$ cat src/ldpm_pkg.sv
// Constants, register map and state encoding for the LED protection and mode controller
package ldpm_pkg;
  // Clock rate
  localparam int CLK_KHZ = 50000;
  // Documented times in their own units
  localparam int OV_TIMEOUT_US = 50000;
  localparam int BLEED_BB_NS = 1120000;
  localparam int BLEED_LIN_NS = 450000;
  // Documented times round down to whole cycles
  localparam int OV_TIMEOUT_CYC = OV_TIMEOUT_US * (CLK_KHZ / 1000);
  localparam int BLEED_BB_CYC = (BLEED_BB_NS / 1000) * CLK_KHZ / 1000;
  localparam int BLEED_LIN_CYC = (BLEED_LIN_NS / 1000) * CLK_KHZ / 1000;
  // Detector, start-up and trim defaults (no figure given for these)
  localparam int ET_WINDOW_CYC = 1000000;
  localparam int STARTUP_CYC = 500000;
  localparam int TRIM_TICK_CYC = 5000;
  // Threshold figures in millivolts (overvoltage hysteresis in percent); the overvoltage and skip pairs are selected through the reference select outputs
  localparam int UNDERVOLTAGE_LOCKOUT_ON_MV = 5500;
  localparam int UNDERVOLTAGE_LOCKOUT_HYS_MV = 800;
  localparam int OVP_BB_MV = 32000;
  localparam int OVL_BB_MV = 33500;
  localparam int OVP_LIN_MV = 45000;
  localparam int OVL_LIN_MV = 48000;
  localparam int OVP_HYS_PCT = 1;
  localparam int STRAP_MV = 2000;
  localparam int SKIP_REF_BB_MV = 1400;
  localparam int SKIP_REF_LIN_MV = 1000;
  // Synchronised input vector positions
  localparam int NSYNC = 16;
  localparam int S_VCC = 0, S_UV_ON = 1, S_UV_OFF = 2, S_OVP = 3, S_OVP_REL = 4, S_OVL = 5;
  localparam int S_MODE = 6, S_SKIPDIS = 7, S_LOWDIM = 8, S_HF = 9, S_SKIP = 10, S_LOWREQ = 11;
  localparam int S_LINE = 12, S_BLDREQ = 13, S_BLDFLT = 14, S_HEAD = 15;
  // Register map (byte addresses)
  localparam logic [3:0] REG_CTRL = 4'h0;
  localparam logic [3:0] REG_STATUS = 4'h4;
  localparam logic [3:0] REG_TRIM = 4'h8;
  // Control bits
  localparam int CTRL_SKIP_OFF = 0;
  localparam int CTRL_BOOST_OFF = 1;
  localparam logic [1:0] CTRL_RESET = 2'h0;
  localparam logic [7:0] TRIM_RESET = 8'h00;
  localparam logic [7:0] TRIM_MAX = 8'hFF;
  // Sticky status bit cleared by writing one
  localparam int ST_OV_SEEN = 8;
  typedef enum logic [1:0] {
    ST_OFF = 2'b00,
    ST_START = 2'b01,
    ST_RUN = 2'b10,
    ST_LATCH = 2'b11
  } ldpm_state_t;
endpackage
$ cat src/ldpm_ctrl.sv
// Protection, mode selection, transformer detection, bleeder and skip control with Avalon-MM registers
`timescale 1ns/1ps
module ldpm_ctrl #(
  parameter int OV_CYC = ldpm_pkg::OV_TIMEOUT_CYC,
  parameter int BLD_BB_CYC = ldpm_pkg::BLEED_BB_CYC,
  parameter int BLD_LIN_CYC = ldpm_pkg::BLEED_LIN_CYC,
  parameter int ET_WIN_CYC = ldpm_pkg::ET_WINDOW_CYC,
  parameter int START_CYC = ldpm_pkg::STARTUP_CYC,
  parameter int TRIM_CYC = ldpm_pkg::TRIM_TICK_CYC
) (
  input wire logic mclk,
  input wire logic reset_n,
  input wire logic vcc_ok_cmp,
  input wire logic vin_above_on_cmp,
  input wire logic vin_above_off_cmp,
  input wire logic ov_stop_cmp,
  input wire logic ov_release_cmp,
  input wire logic ov_latch_cmp,
  input wire logic mode_strap_sense,
  input wire logic skip_disable_strap,
  input wire logic low_dim_strap,
  input wire logic hf_edge_in,
  input wire logic skip_cmp,
  input wire logic low_dim_req,
  input wire logic line_half,
  input wire logic bleed_req,
  input wire logic bleed_fault,
  input wire logic headroom_low,
  input wire logic [3:0] avs_address,
  input wire logic avs_read,
  input wire logic avs_write,
  input wire logic [31:0] avs_writedata,
  output logic [31:0] avs_readdata,
  output logic avs_waitrequest,
  output logic main_gate_en,
  output logic buck_en,
  output logic linear_en,
  output logic discontinuous_conduction,
  output logic ov_level_sel,
  output logic skip_ref_sel,
  output logic bleed_on,
  output logic extra_cap_switch_out,
  output logic [7:0] boost_trim
);
  import ldpm_pkg::*;

  localparam int OVW = $clog2(OV_CYC + 1);
  localparam int BLW = $clog2(BLD_BB_CYC + BLD_LIN_CYC + 1);
  localparam int ETW = $clog2(ET_WIN_CYC + 1);
  localparam int SUW = $clog2(START_CYC + 1);
  localparam int TRW = $clog2(TRIM_CYC + 1);

  logic [NSYNC-1:0] raw_in;
  logic [NSYNC-1:0] s1_q;
  logic [NSYNC-1:0] s2_q;
  ldpm_state_t state_q, state_d;
  logic undervoltage_lockout_ok_q, ov_stop_q, hf_prev_q, line_prev_q, magnetic_q, edge_seen_q, boost_fault_q;
  logic mode_bb_q, skipdis_lo_q, lowdim_hi_q, ov_seen_q, bleed_q;
  logic [1:0] ctrl_q;
  logic [7:0] trim_q;
  logic [OVW-1:0] ov_cnt_q;
  logic [BLW-1:0] bld_cnt_q;
  logic [ETW-1:0] et_cnt_q;
  logic [SUW-1:0] su_cnt_q;
  logic [TRW-1:0] tr_cnt_q;
  logic ack_q;
  logic [31:0] rdata_q;

  // Every comparator and strap passes two flops before use
  assign raw_in = {headroom_low, bleed_fault, bleed_req, line_half, low_dim_req, skip_cmp, hf_edge_in,
                   low_dim_strap, skip_disable_strap, mode_strap_sense, ov_latch_cmp, ov_release_cmp,
                   ov_stop_cmp, vin_above_off_cmp, vin_above_on_cmp, vcc_ok_cmp};
  genvar gi;
  generate
    for (gi = 0; gi < NSYNC; gi++) begin : g_sync
      always_ff @(posedge mclk) begin
        s1_q[gi] <= reset_n ? raw_in[gi] : 1'b0;
        s2_q[gi] <= reset_n ? s1_q[gi] : 1'b0;
      end
    end
  endgenerate

  // Decoded conditions
  wire vcc_ok = s2_q[S_VCC];
  wire running = (state_q == ST_RUN);
  wire latch_trip = running && (s2_q[S_OVL] || ov_cnt_q == OVW'(OV_CYC));
  wire start_done = (su_cnt_q == SUW'(START_CYC));
  wire skip_allowed = !ctrl_q[CTRL_SKIP_OFF] && !(!mode_bb_q && skipdis_lo_q);
  wire skip_hold = skip_allowed && s2_q[S_SKIP];
  wire [BLW-1:0] bld_cap = mode_bb_q ? BLW'(BLD_BB_CYC) : BLW'(BLD_LIN_CYC);
  wire hf_edge = s2_q[S_HF] && !hf_prev_q;
  wire line_edge = s2_q[S_LINE] != line_prev_q;
  wire et_win_end = (et_cnt_q == ETW'(ET_WIN_CYC));
  wire trim_tick = (tr_cnt_q == TRW'(TRIM_CYC));
  wire acc = (avs_read || avs_write) && !ack_q;
  // Writes commit on the edge where waitrequest is low, so a master that aborts early changes nothing
  wire wr_ctrl = ack_q && avs_write && avs_address == REG_CTRL;
  wire wr_stat = ack_q && avs_write && avs_address == REG_STATUS;

  // Power state: latch holds until the supply reset, since only power cycling clears it
  always_comb begin
    state_d = state_q;
    case (state_q)
      ST_OFF: begin
        if (vcc_ok) begin
          state_d = ST_START;
        end
      end
      ST_START: begin
        if (!vcc_ok) begin
          state_d = ST_OFF;
        end else if (start_done) begin
          state_d = ST_RUN;
        end
      end
      ST_RUN: begin
        if (latch_trip) begin
          state_d = ST_LATCH;
        end else if (!vcc_ok) begin
          state_d = ST_OFF;
        end
      end
      default: state_d = ST_LATCH;
    endcase
  end

  always_ff @(posedge mclk) begin
    if (!reset_n) begin
      state_q <= ST_OFF;
    end else begin
      state_q <= state_d;
    end
  end

  // Straps are caught once at enable so a moving pin cannot flip the mode mid-run
  always_ff @(posedge mclk) begin
    if (!reset_n) begin
      mode_bb_q <= 1'b0;
      skipdis_lo_q <= 1'b0;
      lowdim_hi_q <= 1'b0;
    end else if (state_q == ST_OFF && vcc_ok) begin
      mode_bb_q <= s2_q[S_MODE];
      skipdis_lo_q <= !s2_q[S_SKIPDIS];
      lowdim_hi_q <= s2_q[S_LOWDIM];
    end
  end

  // Input lockout with hysteresis between the on and off comparators
  always_ff @(posedge mclk) begin
    if (!reset_n) begin
      undervoltage_lockout_ok_q <= 1'b0;
    end else if (s2_q[S_UV_ON]) begin
      undervoltage_lockout_ok_q <= 1'b1;
    end else if (!s2_q[S_UV_OFF]) begin
      undervoltage_lockout_ok_q <= 1'b0;
    end
  end

  // Overvoltage stop and its duration counter
  always_ff @(posedge mclk) begin
    if (!reset_n) begin
      ov_stop_q <= 1'b0;
      ov_cnt_q <= '0;
    end else begin
      if (s2_q[S_OVP]) begin
        ov_stop_q <= 1'b1;
      end else if (!s2_q[S_OVP_REL]) begin
        ov_stop_q <= 1'b0;
      end
      ov_cnt_q <= (ov_stop_q && running && ov_cnt_q != OVW'(OV_CYC)) ? ov_cnt_q + 1'b1 : '0;
    end
  end

  // Start-up timer and bleeder fault latch during it
  always_ff @(posedge mclk) begin
    if (!reset_n) begin
      su_cnt_q <= '0;
      boost_fault_q <= 1'b0;
    end else begin
      su_cnt_q <= (state_q == ST_START && !start_done) ? su_cnt_q + 1'b1 : (state_q == ST_START ? su_cnt_q : '0);
      if (state_q == ST_START && s2_q[S_BLDFLT]) begin
        boost_fault_q <= 1'b1;
      end
    end
  end

  // Transformer detection: a window with no rising HF edge means magnetic; a window with a rising edge returns to electronic
  always_ff @(posedge mclk) begin
    if (!reset_n) begin
      magnetic_q <= 1'b0;
      edge_seen_q <= 1'b0;
      et_cnt_q <= '0;
      hf_prev_q <= 1'b0;
    end else begin
      hf_prev_q <= s2_q[S_HF];
      if (!running) begin
        et_cnt_q <= '0;
        edge_seen_q <= 1'b0;
      end else if (et_win_end) begin
        magnetic_q <= !(edge_seen_q || hf_edge);
        edge_seen_q <= 1'b0;
        et_cnt_q <= '0;
      end else begin
        edge_seen_q <= edge_seen_q || hf_edge;
        et_cnt_q <= et_cnt_q + 1'b1;
      end
    end
  end

  // Bleeder on-time, restarted at each half-cycle change and capped per mode
  always_ff @(posedge mclk) begin
    if (!reset_n) begin
      bleed_q <= 1'b0;
      bld_cnt_q <= '0;
      line_prev_q <= 1'b0;
    end else begin
      line_prev_q <= s2_q[S_LINE];
      if (line_edge || !running) begin
        bld_cnt_q <= '0;
      end else if (bleed_q) begin
        bld_cnt_q <= bld_cnt_q + 1'b1;
      end
      bleed_q <= running && !line_edge && s2_q[S_LINE] && s2_q[S_BLDREQ] && (bld_cnt_q < bld_cap - 1'b1);
    end
  end

  // Linear headroom trim: step the boost target down unless the regulator runs short
  always_ff @(posedge mclk) begin
    if (!reset_n) begin
      tr_cnt_q <= '0;
      trim_q <= TRIM_RESET;
    end else begin
      tr_cnt_q <= trim_tick ? '0 : tr_cnt_q + 1'b1;
      if (mode_bb_q || !running) begin
        trim_q <= TRIM_RESET;
      end else if (trim_tick && s2_q[S_HEAD] && trim_q != TRIM_MAX) begin
        trim_q <= trim_q + 1'b1;
      end else if (trim_tick && !s2_q[S_HEAD] && trim_q != TRIM_RESET) begin
        trim_q <= trim_q - 1'b1;
      end
    end
  end

  // Registered outputs
  always_ff @(posedge mclk) begin
    if (!reset_n) begin
      main_gate_en <= 1'b0;
      buck_en <= 1'b0;
      linear_en <= 1'b0;
      discontinuous_conduction <= 1'b0;
      extra_cap_switch_out <= 1'b0;
    end else begin
      main_gate_en <= running && undervoltage_lockout_ok_q && !ov_stop_q && !latch_trip && !boost_fault_q
                      && !skip_hold && !ctrl_q[CTRL_BOOST_OFF];
      buck_en <= running && mode_bb_q;
      linear_en <= running && !mode_bb_q;
      discontinuous_conduction <= running && mode_bb_q && !lowdim_hi_q && s2_q[S_LOWREQ];
      extra_cap_switch_out <= running && magnetic_q;
    end
  end

  assign ov_level_sel = !mode_bb_q;
  assign skip_ref_sel = !mode_bb_q;
  assign bleed_on = bleed_q;
  assign boost_trim = trim_q;

  // Avalon slave: one wait cycle, then data and acknowledge together
  assign avs_waitrequest = (avs_read || avs_write) && !ack_q;
  assign avs_readdata = rdata_q;
  wire [31:0] status_word = {23'h000000, ov_seen_q, 1'b0, magnetic_q, boost_fault_q, ov_stop_q, undervoltage_lockout_ok_q,
                             mode_bb_q, state_q};
  wire [31:0] rd_mux = (avs_address == REG_CTRL) ? {30'h00000000, ctrl_q} :
                       (avs_address == REG_STATUS) ? status_word :
                       (avs_address == REG_TRIM) ? {24'h000000, trim_q} : 32'h00000000;

  always_ff @(posedge mclk) begin
    if (!reset_n) begin
      ack_q <= 1'b0;
      rdata_q <= 32'h00000000;
      ctrl_q <= CTRL_RESET;
      ov_seen_q <= 1'b0;
    end else begin
      ack_q <= acc;
      if (acc && avs_read) begin
        rdata_q <= rd_mux;
      end
      if (wr_ctrl) begin
        ctrl_q <= avs_writedata[1:0];
      end
      // A new overvoltage beats a clear in the same cycle
      if (ov_stop_q) begin
        ov_seen_q <= 1'b1;
      end else if (wr_stat && avs_writedata[ST_OV_SEEN]) begin
        ov_seen_q <= 1'b0;
      end
    end
  end
endmodule

$ cat config.mk
export PLATFORM = sky130hd
export DESIGN_NAME = ldpm_ctrl
export DESIGN_NICKNAME = d
export VERILOG_FILES = /design/src/ldpm_pkg.sv /design/src/ldpm_ctrl.sv
export SDC_FILE = /design/constraint.sdc
export NUM_CORES = 1
export LEC_CHECK = 0
export BUFFER_PORTS_ARGS = -buffer_cell sky130_fd_sc_hd__buf_2
export CAP_MARGIN = 20
export CORE_ASPECT_RATIO = 0.6
export CORE_UTILIZATION = 45
export DETAILED_ROUTE_END_ITERATION = 6
export GPL_TIMING_DRIVEN = 0
export PLACE_DENSITY = 0.79
export SETUP_SLACK_MARGIN = 0.5
export SYNTH_ARGS = -nofsm -noshare
export SYNTH_HDL_FRONTEND = slang
export SYNTH_SLANG_ARGS = --single-unit
$ cat constraint.sdc
create_clock -name mclk -period 2.6 [get_ports mclk]
set_input_delay 0.26 -clock mclk [delete_from_list [all_inputs] [get_ports mclk]]
set_output_delay 0.26 -clock mclk [all_outputs]
set_load 0.02 [all_outputs]
# Yosys cells after proc, flatten, opt, wreduce, memory -nomap -nowiden
# Cells that the tools add are included.
[totals] regBits=185 in_bits=56 word_cells=176 output_inout_bits=49
[op_classes] bitwise_logic=2 order_cmp=1 add_sub_neg=8 muxes=20 reduce_logical=69 eq_ne=17
[ops] operator="19-bit two-way mux" n=2
[ops] operator="1-bit logical AND" n=35
[ops] operator="8-bit two-way mux" n=3
[ops] operator="22-bit by 1-bit adder with 22-bit output, second input constant" n=1
[ops] operator="22-bit equality test, second input constant" n=1
[ops] operator="22-bit inequality test, second input constant" n=1
[ops] operator="20-bit by 1-bit adder with 20-bit output, second input constant" n=1
[ops] operator="20-bit equality test, second input constant" n=1
[ops] operator="19-bit by 1-bit adder with 19-bit output, second input constant" n=1
[ops] operator="19-bit equality test, second input constant" n=1
[ops] operator="9-bit two-way mux" n=2
[ops] operator="17-bit by 1-bit adder with 17-bit output, second input constant" n=1
[ops] operator="1-bit logical NOT" n=17
[ops] operator="17-bit < comparator" n=1
[ops] operator="16-bit by 1-bit subtractor with 17-bit output, second input constant" n=1
[ops] operator="16-bit two-way mux" n=1
[ops] operator="13-bit by 1-bit adder with 13-bit output, second input constant" n=1
[ops] operator="13-bit equality test, second input constant" n=1
[ops] operator="2-bit two-way mux" n=5
[ops] operator="8-bit by 1-bit adder with 8-bit output, second input constant" n=1
[ops] operator="8-bit inequality test, second input constant" n=1
[ops] operator="8-bit nonzero test" n=1
[ops] operator="8-bit by 1-bit subtractor with 8-bit output, second input constant" n=1
[ops] operator="1-bit two-way mux" n=6
[ops] operator="other kinds (19)" n=30

# Depth between registers and ports, before layout
[logic_depth] depth_word=8 depth_mapped=13 depth_no_buf=12

# Least setup slack after synthesis
# No wires, ideal clock.
[synth_timing] path_type="flip-flop to flip-flop" from="reg tr_cnt_q[0]" to="reg trim_q[7], in the netlist boost_trim[7]" setup_slack_ps=40 path_stages_with_launch=13 setup_ps=72 period_less_slack_ps=2560 t_arrival_ps=2488 required_ps=2528 n_path_buf=1 path_cell_list="dfxtp_1 inv_1 ha_1 and4b_1 nand3_1 nor2_1 inv_1 ha_1 clkbuf_1 or3_1 o31ai_1 mux2i_1 mux2i_1"
[synth_via] elab_chain_cells=4 elab_cells_between_ends=7 cone_classes="eq/ne (1); mux (1); reduce/logical (5)"
[synth_lines] item="start, declared" line="ldpm_ctrl.sv:65" text="logic [TRW-1:0] tr_cnt_q;"
[synth_lines] item="start signal, assigned" line="ldpm_ctrl.sv:233" text="tr_cnt_q <= trim_tick ? '0 : tr_cnt_q + 1'b1;"
[synth_lines] item="13-bit equality test *" line="ldpm_ctrl.sv:94" text="wire trim_tick = (tr_cnt_q == TRW'(TRIM_CYC));"
[synth_lines] item="1-bit logical AND (on tied branches) (2 in a row)" line="ldpm_ctrl.sv:236, ldpm_ctrl.sv:238"
[synth_lines] item="8-bit two-way mux / 2-bit nonzero test (equally long branches)"
[synth_lines] item="end signal, assigned" line="ldpm_ctrl.sv:237" text="trim_q <= trim_q + 1'b1;"
[synth_lines] item="end signal, assigned" line="ldpm_ctrl.sv:239" text="trim_q <= trim_q - 1'b1;"
[synth_lines] item="end, declared" line="ldpm_ctrl.sv:60" text="logic [7:0] trim_q;"
# Every way passes the cells marked *; elsewhere a longest branch is shown, timed or not.
# A chain may end at the register's enable or synchronous reset.

# Worst setup path in the final report
[layout_timing] from="reg tr_cnt_q[1]" to="reg trim_q[7], in the netlist boost_trim[7]"
# The elaborated chain is that of the path after synthesis.

==> report_table.html <==
<table>
<tr><th>Metric</th><th>Value</th></tr>
<tr><th colspan="2">Clocking</th></tr>
<tr><td>TritonCTS clock tree</td><td>yes</td></tr>
<tr><td>CTS Root Buffer Type</td><td>sky130_fd_sc_hd__clkbuf_16</td></tr>
<tr><td>Clock-pin slew of the registers on the worst-case setup and hold paths</td><td>approximately 60 ps</td></tr>
<tr><td>Worst-case clock buffer depth</td><td>2</td></tr>
<tr><td>Clock net sink count</td><td>162</td></tr>
<tr><td>Level count of the clock H-tree</td><td>4</td></tr>
<tr><td>Total clock buffers created by CTS</td><td>17</td></tr>
<tr><td>Clock insertion delay at the later pin of the skew report</td><td>430 ps</td></tr>
<tr><th colspan="2">Placed design</th></tr>
<tr><td>PortBufs</td><td>52</td></tr>
<tr><td>Total half-perimeter wirelength after legalization and detailed placement</td><td>10,900 um</td></tr>
<tr><td>Gp weighted congestion</td><td>0.813</td></tr>
<tr><td>Area after detailed placement</td><td>about 7800 um^2</td></tr>
<tr><td>Pre-CTS worst setup slack</td><td>-13.4 ps</td></tr>
<tr><th colspan="2">Floorplan</th></tr>
<tr><td>Die Height</td><td>between 90 and 100 um</td></tr>
<tr><td>Site Rows</td><td>35</td></tr>
<tr><td>Initial core utilization</td><td>a little under half</td></tr>
<tr><td>Area of the core</td><td>15,400 um^2</td></tr>
<tr><td>I/O pin cnt</td><td>105</td></tr>
<tr><td>Chip Width</td><td>164 um</td></tr>
<tr><td>Die footprint</td><td>around 16,000 um^2</td></tr>
<tr><th colspan="2">Global route</th></tr>
<tr><td>Met1 Track Usage GR</td><td>29.0%</td></tr>
<tr><td>Global-route met2 utilization</td><td>29.1%</td></tr>
<tr><td>GRT met3 Usage</td><td>roughly 4.2%</td></tr>
<tr><td>Gr usage total</td><td>20.0%</td></tr>
<tr><td>Via count of the first global-routing pass</td><td>5,191</td></tr>
<tr><td>Largest net degree at the start of global routing</td><td>17</td></tr>
<tr><td>Antenna violations before repair</td><td>0</td></tr>
<tr><td>Global-route congestion overflow total</td><td>0</td></tr>
<tr><td>Most heavily used metal layer in global routing</td><td>met2</td></tr>
<tr><td>Global-route wire length before repair</td><td>25,500 um</td></tr>
<tr><th colspan="2">Timing</th></tr>
<tr><td>Endpoints failing hold</td><td>0</td></tr>
<tr><td>Worst hold margin</td><td>39.3 ps</td></tr>
<tr><td>Slew Limit Headroom</td><td>46.0%</td></tr>
<tr><td>Final Max Tran Viols</td><td>0</td></tr>
<tr><td>Crit path setup slack, layout</td><td>about 76 ps</td></tr>
<tr><td>Setup-failing EPs final</td><td>0</td></tr>
<tr><td>Highest achievable clock rate</td><td>396 MHz</td></tr>
<tr><td>Skew final</td><td>8.30 ps</td></tr>
<tr><td>Final cycle utilization of the critical path</td><td>a little over nine tenths</td></tr>
<tr><td>Transition time of the tightest slew-check pin</td><td>804 ps</td></tr>
<tr><td>Setup repair after global routing missed its margin</td><td>true</td></tr>
<tr><td>Final-layout setup total negative slack</td><td>0 ps</td></tr>
<tr><td>Min Tclk post-route</td><td>2520 ps</td></tr>
<tr><th colspan="2">Worst setup path</th></tr>
<tr><td>Data arrival, critical path</td><td>2870 ps</td></tr>
<tr><td>Startpoint types</td><td>flip-flop</td></tr>
<tr><td>CP Cell Sequence</td><td>inv_2 &gt; ha_4 &gt; and4b_1 &gt; nand3_4 &gt; nor2_4 &gt; inv_6 &gt; ha_4 &gt; clkbuf_8 &gt; or3_4 &gt; o31ai_4 &gt; mux2i_1 &gt; mux2i_1</td></tr>
<tr><td>Nature of the critical path endpoint</td><td>flip-flop</td></tr>
<tr><td>Setup CP Type</td><td>reg2reg</td></tr>
<tr><td>Highest net fanout along the worst path</td><td>5</td></tr>
<tr><td>Slowest CP cell</td><td>sky130_fd_sc_hd__or3_4</td></tr>
<tr><td>Slowest Stage Delay on Critical Path</td><td>approximately 370 ps</td></tr>
<tr><td>Required time worst endpoint</td><td>about 3000 ps</td></tr>
<tr><td>Top Family by Delay on Critical Path</td><td>simple AND/OR/NAND/NOR gates</td></tr>
<tr><td>Combined buffer and inverter count along the critical path</td><td>3</td></tr>
<tr><th colspan="2">Power</th></tr>
<tr><td>Clock share of power</td><td>47.1%</td></tr>
<tr><td>Net Sw Power</td><td>1110 uW</td></tr>
<tr><td>Net switching fraction of the power</td><td>21.8%</td></tr>
<tr><td>Pwr Density</td><td>597 nW/um^2</td></tr>
<tr><td>Static Leakage</td><td>0.00323 uW</td></tr>
<tr><td>Internal power of the cells</td><td>4010 uW</td></tr>
<tr><td>Overall power of the completed layout</td><td>5120 uW</td></tr>
<tr><td>Comb power frac</td><td>under 10%</td></tr>
<tr><td>Sequential group share of total power</td><td>49.4%</td></tr>
<tr><td>Largest voltage drop on the vdd net</td><td>0.000430 V</td></tr>
<tr><th colspan="2">Hold path</th></tr>
<tr><td>HP Class</td><td>in2reg</td></tr>
<tr><th colspan="2">Routing</th></tr>
<tr><td>Number of detailed-routing iterations run before antenna repair</td><td>5</td></tr>
<tr><td>Per-cell routed wire length</td><td>14.4 um</td></tr>
<tr><td>Remaining routing DRC violations</td><td>0</td></tr>
<tr><td>DRT iter0 DRCs</td><td>between 400 and 500</td></tr>
<tr><td>Total via count after detailed routing</td><td>5,723</td></tr>
<tr><td>Antenna violation net count after detailed routing</td><td>0</td></tr>
<tr><td>Vias per Instance</td><td>5.18</td></tr>
<tr><td>Drt total wl</td><td>15,900 um</td></tr>
<tr><th colspan="2">Layout</th></tr>
<tr><td>Antenna diodes</td><td>0</td></tr>
<tr><td>Share of layout cells above drive strength 1</td><td>between 10% and 20%</td></tr>
<tr><td>Layout area overhead</td><td>20.8%</td></tr>
<tr><td>Number of nets in the finished design</td><td>970</td></tr>
<tr><td>Final standard cell area without fillers</td><td>~8600 um^2</td></tr>
<tr><th colspan="2">Run</th></tr>
<tr><td>Max-cap check violation count</td><td>0</td></tr>
<tr><th colspan="2">Logic synthesis</th></tr>
<tr><td>Top flip-flop cell by instance count after synthesis</td><td>sky130_fd_sc_hd__dfxtp_1</td></tr>
<tr><td>Warning count from the yosys run</td><td>0</td></tr>
<tr><td>Synth async-reset ratio</td><td>0%</td></tr>
<tr><td>Count of state elements after synthesis</td><td>162</td></tr>
<tr><td>Synthesized netlist cell count</td><td>784</td></tr>
<tr><td>Share of synthesized area occupied by flip-flops and latches</td><td>between 40% and 50%</td></tr>
<tr><td>Syn Std Cell Area</td><td>7100 um^2</td></tr>
<tr><td>Syn Area/Cell</td><td>9.06 um^2</td></tr>
<tr><td>Number of enable-type register cells in the synthesized netlist</td><td>0</td></tr>
<tr><td>Synth cell types</td><td>53</td></tr>
<tr><th colspan="2">Outcome</th></tr>
<tr><td>Run status</td><td>finished clean</td></tr>
</table>
==> final cells by class <==
type | instances | area (um^2)
Tap cell | 203 | 254
Clock inverter | 8 | 76.3
Fill cell | 1322 | 6790
Inverter | 28 | 114
Timing Repair inverter | 1 | 6.26
Sequential cell | 162 | 3250
Buffer | 46 | 283
Multi-Input combinational cell | 570 | 3760
Clock buffer | 24 | 492
Timing Repair Buffer | 63 | 343
==> what timing repair did <==
action                                  4_1_cts  5_1_grt
cloned                                        1        0
hold buffers                                  0        0
endpoints found under the setup margin        6       44
pin swaps                                     5        5
buffers inserted                              6        5
resized for setup                            18       17
==> cell usage after synthesis (3+ instances only) <==
| master | count | area [um^2] |
|---|---|---|
| sky130_fd_sc_hd__a22oi_1 | 7 | 52.6 |
| sky130_fd_sc_hd__nor4bb_1 | 3 | 30.0 |
| sky130_fd_sc_hd__inv_1 | 28 | 105 |
| sky130_fd_sc_hd__nand3_1 | 42 | 210 |
| sky130_fd_sc_hd__a21oi_1 | 23 | 115 |
| sky130_fd_sc_hd__xnor2_1 | 33 | 289 |
| sky130_fd_sc_hd__nor4b_1 | 6 | 52.6 |
| sky130_fd_sc_hd__xor2_1 | 47 | 412 |
| sky130_fd_sc_hd__ha_1 | 24 | 300 |
| sky130_fd_sc_hd__nor3b_1 | 3 | 22.5 |
| sky130_fd_sc_hd__nand4_1 | 23 | 144 |
| sky130_fd_sc_hd__nor4_1 | 7 | 43.8 |
| sky130_fd_sc_hd__nor2_1 | 127 | 477 |
| sky130_fd_sc_hd__and2_1 | 40 | 250 |
| sky130_fd_sc_hd__nor2b_1 | 3 | 18.8 |
| sky130_fd_sc_hd__nand3b_1 | 4 | 30.0 |
| sky130_fd_sc_hd__mux2i_1 | 14 | 140 |
| sky130_fd_sc_hd__and4_1 | 9 | 78.8 |
| sky130_fd_sc_hd__a22o_1 | 5 | 43.8 |
| sky130_fd_sc_hd__and3_1 | 17 | 106 |
| sky130_fd_sc_hd__o21ai_0 | 14 | 70.1 |
| sky130_fd_sc_hd__nor3_1 | 10 | 50.1 |
| sky130_fd_sc_hd__buf_4 | 26 | 195 |
| sky130_fd_sc_hd__o31ai_1 | 3 | 22.5 |
| sky130_fd_sc_hd__clkbuf_1 | 20 | 75.1 |
| sky130_fd_sc_hd__dfxtp_1 | 162 | 3240 |
| sky130_fd_sc_hd__or3_1 | 12 | 75.1 |
| sky130_fd_sc_hd__a211oi_1 | 3 | 22.5 |
| sky130_fd_sc_hd__nand2_1 | 39 | 146 |
==> worst register-to-register path: stages, from the launching register on <==
cell                       delay, ps
sky130_fd_sc_hd__dfxtp_2         320
sky130_fd_sc_hd__inv_2            60
sky130_fd_sc_hd__ha_4            130
sky130_fd_sc_hd__and4b_1         240
sky130_fd_sc_hd__nand3_4         100
sky130_fd_sc_hd__nor2_4          160
sky130_fd_sc_hd__inv_6            70
sky130_fd_sc_hd__ha_4            160
sky130_fd_sc_hd__clkbuf_8        120
sky130_fd_sc_hd__or3_4           370
sky130_fd_sc_hd__o31ai_4         200
sky130_fd_sc_hd__mux2i_1         280
sky130_fd_sc_hd__mux2i_1         220
==> state kept, by name (all words and copies together), names as in the netlist, 2 cells and up <==
signal	cells
boost_trim	8
s1_q	16
bld_cnt_q	17
tr_cnt_q	13
et_cnt_q	20
su_cnt_q	19
ov_cnt_q	22
ctrl_q	2
state_q	2
avs_readdata	9
s2_q	15
==> cell families after synthesis <==
kind of cell / after synthesis / share of synthesized area [%]
AO/OA/AOI/OAI: 70 / 6.39
XOR/XNOR: 80 / 9.86
adder cells (fa/ha/maj): 25 / 4.51
buffers and inverters: 74 / 5.28
flip-flops: 162 / 45.6
multiplexers: 14 / 1.97
other: 1 / 0.0528
AND/OR/NAND/NOR: 358 / 26.3
==> power by group through the flow <==
stage / clock (uW) / combinational (uW) / sequential (uW)
2_1_floorplan: 0 / 119 / 2580
3_3_place_gp: 0 / 162 / 2590
3_5_place_dp: 0 / 165 / 2590
4_1_cts: 2430 / 175 / 2530
5_1_grt: 2550 / 195 / 2530
6_report: 2410 / 179 / 2530
==> cells in the final DEF (no fill, tap or decap), drive strengths merged, types with 11 or more instances in the layout <==
cell type	instances
conb	23
buf	89
clkbuf	44
nand4	23
xnor2	33
ha	24
nand2	39
dfxtp	162
and2	40
mux2i	14
o21ai	14
a21oi	24
inv	29
or3	12
xor2	47
nand3	42
nor2	127
and3	17
nor3	11
==> stage by stage <==
| stage | util, % | std cells |
|---|---|---|
| floorplan | - | 806 |
| global placement | 50.6 | 1061 |
| detailed placement | 50.6 | 1061 |
| CTS | 55.2 | 1100 |
| global route | 55.8 | 1105 |
| finish | 55.8 | 1105 |
==> worst paths after layout <==
path / startpoint / endpoint / slack (ps) / cells past startpoint
min: bleed_req / s1_q[13] / 40 / 2
max: tr_cnt_q[1] / boost_trim[7] / 80 / 12
min reg2reg: s1_q[13] / s2_q[13] / 440 / 1
max reg2reg: tr_cnt_q[1] / boost_trim[7] / 80 / 12
==> layer usage <==
layer / vias to the layer above / share of wire, % / wire (um)
li1: 2848 / - / -
met2: 170 / 42 / 6730
met1: 2680 / 50 / 7990
met5: - / 0 / 0
met4: 0 / 1.5 / 244
met3: 25 / 5.6 / 892
Power figures use the tool's default switching activity.
